<file path="src/logic/iret_pkg.sv">
// Package with register map, field layout and constants of the IR envelope timer block.
package iret_pkg;

  // ----------------------------------------------------------------
  // Register offsets
  // ----------------------------------------------------------------
  localparam logic [7:0] FRONT_END_ADDR = 8'h11;
  localparam logic [7:0] TIMER_CTRL_ADDR = 8'h22;
  localparam logic [7:0] COUNT_LOW_ADDR = 8'h25;
  localparam logic [7:0] COUNT_HIGH_ADDR = 8'h26;
  localparam logic [7:0] STATUS_ADDR = 8'h27;

  // ----------------------------------------------------------------
  // Field positions
  // ----------------------------------------------------------------
  localparam int ENABLE_BIT = 7;
  localparam int TICK_SEL_LSB = 4;
  localparam int DRIVE_LSB = 3;
  localparam int CAPSEL_BIT = 2;
  localparam int SENSE_LSB = 0;
  localparam int WRAP_FLAG_BIT = 0;

  // ----------------------------------------------------------------
  // Reset values and counts
  // ----------------------------------------------------------------
  localparam logic [7:0] CTRL_RESET = 8'h00;
  localparam logic [7:0] FRONT_END_RESET = 8'h00;
  localparam logic [11:0] COUNT_RESET = 12'h000;
  localparam logic [11:0] COUNT_MAX = 12'hFFF;
  localparam logic [5:0] DIV4_LAST = 6'h03;
  localparam logic [5:0] DIV64_LAST = 6'h3F;

  // ----------------------------------------------------------------
  // Tick source encodings
  // ----------------------------------------------------------------
  localparam logic [1:0] TICK_OSC = 2'h0;
  localparam logic [1:0] TICK_DIV4 = 2'h1;
  localparam logic [1:0] TICK_DIV64 = 2'h2;
  localparam logic [1:0] TICK_CARRIER = 2'h3;

endpackage

</file>
<file path="src/logic/iret_top.sv">
// Envelope timer with IR front-end control, single clock domain.
//
// Overview of operation
// - A 12-bit counter steps by one on each selected tick while enabled.
// - Control bits 5:4 choose the oscillator, divide by 4, divide by 64 or the carrier tick.
// - On overflow the counter reloads from the preset low byte and high nibble.
// - The wrap flag rises each time the counter passes from 0xFFF to the preset reload value.
// - Control bit 7 enables counting and resets to 0.
// - Reading the low count register gives live counter bits 7:0, writing sets the preset low byte.
// - The high count register reads counter bits 11:8 and writes the preset high nibble; 7:4 reserved.
// - Front-end bits 4:3 select quarter, half, three-quarter or full LED drive current.
// - In the reduced variant only bit 3 selects drive strength, giving drive field 00 or 01.
// - Front-end bit 2 takes the capture input from the receiver when 0, port C bit 3 when 1.
// - Front-end bits 1:0 set receiver sensitivity from most (00) to least (11).
// - Drive and sensitivity/capture fields share one write-only address updated together.
// - The digitised receiver output feeds the carrier timer capture input while front-end bit 2 is 0.
// - The LED is switched by the carrier PWM, and envelope output combines both timers.
`timescale 1ns/1ps
`default_nettype none

module iret_top #(
  parameter bit REDUCED_VARIANT = 1'b0
) (
  input wire logic clk,
  input wire logic rst_b,
  input wire logic [7:0] reg_addr,
  input wire logic [7:0] reg_wdata,
  input wire logic reg_wr,
  input wire logic reg_rd,
  output logic [7:0] reg_rdata,
  input wire logic carrier_tick,
  input wire logic carrier_pwm_out,
  input wire logic rx_digital_out,
  input wire logic port_c_bit3,
  output logic capture_in,
  output logic led_drive_on,
  output logic envelope_pwm_out,
  output logic [1:0] led_drive_strength,
  output logic [1:0] rx_sensitivity,
  output logic envelope_wrap_flag,
  output logic envelope_wrap_pulse
);

  // ----------------------------------------------------------------
  // State
  // ----------------------------------------------------------------
  typedef struct packed {
    logic envelope_timer_on;
    logic [1:0] tick_source_sel;
    logic [7:0] preset_low_byte;
    logic [3:0] preset_high_nibble;
    logic [11:0] count;
    logic [5:0] prescale;
    logic carrier_prev;
    logic [1:0] led_drive_field;
    logic capture_input_sel;
    logic [1:0] rx_sensitivity;
    logic wrap_flag;
    logic wrap_pulse;
    logic env_gate;
    logic [7:0] rdata;
    logic capture_in;
    logic led_drive_on;
    logic envelope_pwm_out;
  } iret_state_t;

  iret_state_t state_ff;
  iret_state_t nxt_state;

  localparam iret_state_t STATE_RESET = '{
    envelope_timer_on: iret_pkg::CTRL_RESET[iret_pkg::ENABLE_BIT],
    tick_source_sel: iret_pkg::TICK_OSC,
    preset_low_byte: iret_pkg::COUNT_RESET[7:0],
    preset_high_nibble: iret_pkg::COUNT_RESET[11:8],
    count: iret_pkg::COUNT_RESET,
    prescale: 6'h00,
    carrier_prev: 1'b0,
    led_drive_field: iret_pkg::FRONT_END_RESET[4:3],
    capture_input_sel: iret_pkg::FRONT_END_RESET[iret_pkg::CAPSEL_BIT],
    rx_sensitivity: iret_pkg::FRONT_END_RESET[1:0],
    wrap_flag: 1'b0,
    wrap_pulse: 1'b0,
    env_gate: 1'b0,
    rdata: 8'h00,
    capture_in: 1'b0,
    led_drive_on: 1'b0,
    envelope_pwm_out: 1'b0
  };

  // ----------------------------------------------------------------
  // Helpers
  // ----------------------------------------------------------------
  function automatic logic addr_hit(input logic [7:0] addr, input logic [7:0] target);
    addr_hit = (addr == target);
  endfunction

  // ----------------------------------------------------------------
  // Next state
  // ----------------------------------------------------------------
  logic tick;
  logic carrier_rise;
  logic wrap;
  logic [7:0] rd_value;

  always_comb begin
    nxt_state = state_ff;
    carrier_rise = carrier_tick & ~state_ff.carrier_prev;
    nxt_state.carrier_prev = carrier_tick;

    // Prescaler free-runs so that divided ticks keep a steady rhythm.
    nxt_state.prescale = state_ff.prescale + 6'h01;
    case (state_ff.tick_source_sel)
      iret_pkg::TICK_OSC: tick = 1'b1;
      iret_pkg::TICK_DIV4: tick = (state_ff.prescale[1:0] == iret_pkg::DIV4_LAST[1:0]);
      iret_pkg::TICK_DIV64: tick = (state_ff.prescale == iret_pkg::DIV64_LAST);
      iret_pkg::TICK_CARRIER: tick = carrier_rise;
      default: tick = 1'b0;
    endcase

    wrap = 1'b0;
    if (state_ff.envelope_timer_on && tick) begin
      if (state_ff.count == iret_pkg::COUNT_MAX) begin
        wrap = 1'b1;
        nxt_state.count = {state_ff.preset_high_nibble, state_ff.preset_low_byte};
      end else begin
        nxt_state.count = state_ff.count + 12'h001;
      end
    end
    nxt_state.wrap_pulse = wrap;
    if (wrap) begin
      nxt_state.env_gate = ~state_ff.env_gate;
    end

    // Register reads, data valid in the following cycle.
    rd_value = 8'h00;
    if (addr_hit(reg_addr, iret_pkg::TIMER_CTRL_ADDR)) begin
      rd_value = {state_ff.envelope_timer_on, 1'b0, state_ff.tick_source_sel, 4'h0};
    end else if (addr_hit(reg_addr, iret_pkg::COUNT_LOW_ADDR)) begin
      rd_value = state_ff.count[7:0];
    end else if (addr_hit(reg_addr, iret_pkg::COUNT_HIGH_ADDR)) begin
      rd_value = {4'h0, state_ff.count[11:8]};
    end else if (addr_hit(reg_addr, iret_pkg::STATUS_ADDR)) begin
      rd_value = {7'h00, state_ff.wrap_flag};
    end
    nxt_state.rdata = reg_rd ? rd_value : 8'h00;

    // Wrap flag clears on a status read; a simultaneous wrap wins.
    if (reg_rd && addr_hit(reg_addr, iret_pkg::STATUS_ADDR)) begin
      nxt_state.wrap_flag = 1'b0;
    end
    if (wrap) begin
      nxt_state.wrap_flag = 1'b1;
    end

    if (reg_wr) begin
      if (addr_hit(reg_addr, iret_pkg::TIMER_CTRL_ADDR)) begin
        nxt_state.envelope_timer_on = reg_wdata[iret_pkg::ENABLE_BIT];
        nxt_state.tick_source_sel = reg_wdata[iret_pkg::TICK_SEL_LSB +: 2];
      end
      if (addr_hit(reg_addr, iret_pkg::COUNT_LOW_ADDR)) begin
        nxt_state.preset_low_byte = reg_wdata;
      end
      if (addr_hit(reg_addr, iret_pkg::COUNT_HIGH_ADDR)) begin
        nxt_state.preset_high_nibble = reg_wdata[3:0];
      end
      if (addr_hit(reg_addr, iret_pkg::FRONT_END_ADDR)) begin
        // All front-end fields update from one write.
        if (REDUCED_VARIANT) begin
          nxt_state.led_drive_field = {1'b0, reg_wdata[iret_pkg::DRIVE_LSB]};
        end else begin
          nxt_state.led_drive_field = reg_wdata[iret_pkg::DRIVE_LSB +: 2];
        end
        nxt_state.capture_input_sel = reg_wdata[iret_pkg::CAPSEL_BIT];
        nxt_state.rx_sensitivity = reg_wdata[iret_pkg::SENSE_LSB +: 2];
      end
    end

    // Front-end routing, registered so every output leaves a flip-flop.
    nxt_state.capture_in = state_ff.capture_input_sel ? port_c_bit3 : rx_digital_out;
    nxt_state.led_drive_on = carrier_pwm_out;
    nxt_state.envelope_pwm_out = carrier_pwm_out & state_ff.env_gate;
  end

  // ----------------------------------------------------------------
  // Registers
  // ----------------------------------------------------------------
  always_ff @(posedge clk or negedge rst_b) begin
    if (!rst_b) begin
      state_ff <= STATE_RESET;
    end else begin
      state_ff <= nxt_state;
    end
  end

  assign reg_rdata = state_ff.rdata;
  assign capture_in = state_ff.capture_in;
  assign led_drive_on = state_ff.led_drive_on;
  assign envelope_pwm_out = state_ff.envelope_pwm_out;
  assign led_drive_strength = state_ff.led_drive_field;
  assign rx_sensitivity = state_ff.rx_sensitivity;
  assign envelope_wrap_flag = state_ff.wrap_flag;
  assign envelope_wrap_pulse = state_ff.wrap_pulse;

endmodule // iret_top

`default_nettype wire

</file>
<file path="config.mk">
export PLATFORM = sky130hd
export DESIGN_NAME = iret_top
export DESIGN_NICKNAME = d
export VERILOG_FILES = /design/src/logic/iret_pkg.sv /design/src/logic/iret_top.sv
export SDC_FILE = /design/constraint.sdc
export NUM_CORES = 1
export LEC_CHECK = 0
export ABC_AREA = 1
export BUFFER_PORTS_ARGS = -buffer_cell sky130_fd_sc_hd__buf_2
export CORE_MARGIN = 8
export CORE_UTILIZATION = 63
export CTS_BUF_LIST = sky130_fd_sc_hd__clkbuf_2 sky130_fd_sc_hd__clkbuf_4 sky130_fd_sc_hd__clkbuf_8
export CTS_CLUSTER_DIAMETER = 120
export CTS_CLUSTER_SIZE = 14
export DETAILED_ROUTE_END_ITERATION = 6
export GPL_TIMING_DRIVEN = 0
export PLACE_DENSITY = 0.94
export REMOVE_ABC_BUFFERS = 1
export SKIP_CTS_REPAIR_TIMING = 1
export SYNTH_ARGS = -nofsm -noshare
export SYNTH_HDL_FRONTEND = slang
export SYNTH_SLANG_ARGS = --single-unit
</file>
<file path="constraint.sdc">
create_clock -name clk -period 4.32 [get_ports clk]
set_input_delay 0.864 -clock clk [delete_from_list [all_inputs] [get_ports clk]]
set_output_delay 0.864 -clock clk [all_outputs]
set_load 0.01 [all_outputs]
</file>
-- After elaboration in Yosys (flattened, before gate mapping)
Index checks and enable logic that the tools add are counted.
- input bits: 24
- output and inout port bits: 17
- register bits: 53
- add/subtract/negate cells: 2
- multiplexer cells: 12
- bitwise logic cells: 4
- reductions and logical operators: 8
- equality and inequality tests: 11
- operators by type and width (kind ; count):
    8-bit by 6-bit == test with 1-bit output, second input constant ; 4
    8-bit two-way mux ; 3
    12-bit by 1-bit adder with 12-bit output, second input constant ; 1
    12-bit == test, second input constant ; 1
    12-bit two-way mux ; 1
    8-bit by 5-bit == test with 1-bit output, second input constant ; 1
    2-bit AND reduction ; 4
    6-bit by 1-bit adder with 6-bit output, second input constant ; 1
    2-bit == test, second input constant ; 3
    6-bit == test, second input constant ; 1
    1-bit two-way mux ; 6
    4-bit two-way mux ; 1
    1-bit one-hot mux with 4 select lines ; 1
    1-bit AND ; 2
    2-bit by 1-bit == test with 1-bit output, second input constant ; 1
    1-bit logical AND ; 2
    2-bit zero test ; 1
    1-bit inverter ; 2
    2-bit nonzero test ; 1

-- Depth between registers and ports, before layout
- depth in word-level cells: 6
- depth in mapped cells: 10
- mapped depth without buffers: 10

-- Least setup slack after synthesis
OpenSTA, ideal clock, no wires.
- kind: input-to-reg
- start point: in reg_addr[4]
- end point: reg state_ff[46] in the netlist's numbering
- arrival time: 1.635 ns
- required time: 4.194 ns
- slack: 2.559 ns
- cell stages on the path: 9
- path through: inv_1 > nand2_1 > nor2_4 > nand2_2 > clkinv_2 > nand2_2 > buf_6 > nand2_1 > o21ai_0
- word-level cells in the longest chain between the ends: 2
- RTL lines (item ; line ; RTL):
    start: declaration ; iret_top.sv:26 ; input wire logic [7:0] reg_addr,
    8-bit by 6-bit == test with 1-bit output ; iret_top.sv:94 ; addr_hit = (addr == target);
    2-bit AND reduction (no line) ; -- ;
    end signal: assignment ; iret_top.sv:191 ; state_ff <= nxt_state;
    end: declaration ; iret_top.sv:67 ; iret_state_t state_ff;
No other way between the ends.
A chain may end at the register's enable or synchronous reset.

-- Final worst setup path
- start point: reg state_ff[20] in the netlist's numbering
- end point: reg state_ff[26] in the netlist's numbering
- word-level cells in the longest chain between the ends: 3
- elaborated cells on any way between the ends: 4
- RTL lines (item ; line ; RTL):
    6-bit == test or 2-bit == test (tied branches) ; iret_top.sv:115, iret_top.sv:114 ;
    1-bit one-hot mux with 4 select lines * ; iret_top.sv:112 ; case (state_ff.tick_source_sel)
    1-bit logical AND * ; iret_top.sv:121 ; if (state_ff.envelope_timer_on && tick) begin
Mark *: on every way between the ends. The rest lies on a longest branch, timed or not.

==> metrics.txt <==
run status finished clean; worst reg-to-reg path cell count 9; length of routed wiring on met1 about 2.4 mm; Skew-Pair Late Insertion Delay around 0.32 ns; met3 wire length 473 um; path type of the worst min-delay path register to register; data arrival at the endpoint of the critical path roughly 2.3 ns; RSZ-0062 raised after global routing no; largest incremental delay on the critical path a little over 0.4 ns; Max Cap Viol 0; Distinct cells, synth 30; maximum fanout along the worst path 15; antenna violations before repair 0; clock tree from TritonCTS done; root cell of the clock tree clkbuf_8; number of global-route vias before repair between 2000 and 2500; flops & latches, synth 53; placeable core region between 4000 and 5000 um^2; highest metal layer used by the detailed router met4; kind of critical path register to register; Placement Cell Area about 2800 um^2; hold path depth 1; final setup violation count 0; count of final hold-check violations 0; number of fill cells 314; leftover overflow at the end of global routing 0; timing-limited maximum frequency roughly 480 MHz; first-pass GRT wire length ~9.3 mm; Routed Antenna Nets 0; leakage power of the design 0.00157 uW; starting density of the core around 66%; number of iterations in the first detailed-routing pass 4; clock input transition at the sequential cells of the worst setup and hold paths about 0.08 ns; cell area after layout 2910 um^2; routed wire length between 5 and 6 mm; layout-stage area growth over the synthesis result 8.43%; sequential cell area fraction in the yosys report around half; area of the mapped netlist between 2000 and 3000 um^2; number of H-tree levels 2; Fin Setup TNS 0 ns; HPWL after DPL 4.17 mm; standard cell with the maximum stage delay on the critical path dfrtp_1; most frequent CP cell nand2_1; final weighted congestion in routability-driven placement between 0.8 and 0.9; mean routed wirelength per cell approximately 14 um; Worst Hold Slack between 0.4 and 0.5 ns; Inserted Diodes 0; final design utilization 71.8%; Post-Syn Area per Cell between 8 and 9 um^2; die span in y 81.3 um; number of DRC violations after detailed-routing iteration 0 174; Critical Path Sink Type register; startpoint types register; Overall Global Routing Usage 18.3%; chip width 81.3 um; series of cell instances along the critical path ha_1, nand2_1, inv_1, nand3b_1, nand2_1, nand2_1, inv_1, nand2_1, o21ai_0; DIE AREA roughly 6600 um^2; total number of nets in the final design slightly below 400; period utilization between 40% and 50%; detailed-routed wire length on met2 roughly 2.6 mm; Sinks on Clock Net 53; Worst Tran Pin Value 1.12 ns; required time of the critical path about 4.5 ns; CTS Buffer Depth 2; Slew headroom 25.2%; worst supply voltage drop on vdd 0.289 mV; maximum number of pins on one net before global-route repair 54; CTS Buf Count 5; Port Buf Inserts 40; DRC Markers 0; skew final between 0.007 and 0.008 ns; fraction of layout instances using a drive strength above 1 a little under a fifth; max-slew violation count 0; Power per Cell Area ~340 nW/um^2; average vias per placed instance about 5.3; Yosys warning total 0; setup slack after layout roughly 2.2 ns; shortest period the worst path allows 2.09 ns; synthesized instance count 330; top-level I/O count 41; total number of placement rows 23; worst slack at placement about 2.0 ns; routed vias 2185
-- synthesized netlist by cell type (all sizes together) --
cell	n	area, um^2
a21boi	1	7.51
nand3	20	105
nor3	5	25.0
mux2	1	11.3
inv	38	143
xor2	6	52.6
a21oi	4	20.0
nand2	118	468
ha	2	25.0
clkbuf	1	13.8
or2	1	6.26
buf	15	124
o211ai	1	7.51
nand4	5	31.3
nor3b	1	7.51
clkinv	1	5.00
nor2	26	130
o31ai	2	15.0
nand3b	2	15.0
dfrtp	53	1330
o21ai	27	146
-- critical path, delay by kind of cell (launching register included) --
kind            cells  cell delay [ns]
compound gates      1             0.10
flops               1             0.41
buf+inv             2             0.43
simple gates        5             0.77
fa+ha+maj           1             0.24
-- final timing paths --
path                           endpoint  slack, ns          from
max                        state_ff[26]       2.23  state_ff[20]
min                        state_ff[20]       0.46  state_ff[20]
max reg2reg                state_ff[26]       2.23  state_ff[20]
min reg2reg                state_ff[20]       0.46  state_ff[20]
max in group asynchronous  state_ff[34]       2.88         rst_b
min in group asynchronous  state_ff[23]       0.75         rst_b
-- layout by cell type, fill, tap and decap left out --
master	netlist	layout
a21boi_0	1	1
a21oi_1	4	4
buf_2	0	40
clkbuf_8	1	7
clkinv_2	1	2
dfrtp_1	53	53
ha_1	2	2
inv_1	37	37
inv_2	1	1
mux2_2	1	1
nand2_1	110	110
nand2_2	7	7
nand2_4	1	1
nand3_1	19	19
nand3_2	1	1
nand3b_1	2	2
nand4_1	5	5
nor2_1	21	21
nor2_2	1	1
nor2_4	4	4
nor3_1	5	5
nor3b_1	1	1
o211ai_1	1	1
o21ai_0	19	19
o21ai_1	5	5
o21ai_2	3	3
o31ai_1	2	2
or2_0	1	1
xor2_1	6	6
-- power by group --
group          internal, uW  switching, uW
clock                   145            159
sequential              525           35.9
combinational          49.0           81.3
-- cell type report --
| cell class | instances | area (um^2) | area share (%) |
|---|---|---|---|
| clock buffers | 7 | 96.3 | 3.31 |
| clock inverters | 1 | 5.00 | 0.172 |
| inverters | 39 | 148 | 5.07 |
| multi-input cells | 222 | 1070 | 36.9 |
| flip-flops and latches | 53 | 1330 | 45.6 |
| well taps | 50 | 62.6 | 2.15 |
| repair buffers | 40 | 200 | 6.88 |
-- metrics by stage --
| stage | total power [uW] | instances |
|---|---|---|
| 5_1_grt | 1040 | 412 |
| 2_1_floorplan | 644 | 314 |
| 3_5_place_dp | 697 | 404 |
| 3_3_place_gp | 686 | 404 |
| 4_1_cts | 997 | 412 |
| 6_report | 996 | 412 |
-- registers in the layout, indices dropped and copies added, names as in the netlist --
| register | cells |
|---|---|
| capture_in | 1 |
| reg_rdata | 8 |
| state_ff | 36 |
| led_drive_strength | 2 |
| envelope_wrap_flag | 1 |
| envelope_wrap_pulse | 1 |
| envelope_pwm_out | 1 |
| rx_sensitivity | 2 |
| led_drive_on | 1 |
-- cells by family (layout without fill, tap and decap cells) --
kind of cell	after synthesis	after routing	share of synthesized area, %
AO/OA/AOI/OAI	35	35	7.32
XOR/XNOR	6	6	1.96
AND/OR/NAND/NOR	178	178	29.4
buffers and inverters	55	87	10.6
flip-flops	53	53	49.4
multiplexers	1	1	0.419
adder cells (fa/ha/maj)	2	2	0.932
-- per-layer routing --
layer	vias up	track usage [%]
met5	-	0
met4	0	9.11
met3	14	3.75
met2	70	29.6
met1	1015	22.7
li1	1086	-
Note: power is estimated with default switching activity, not from simulation.
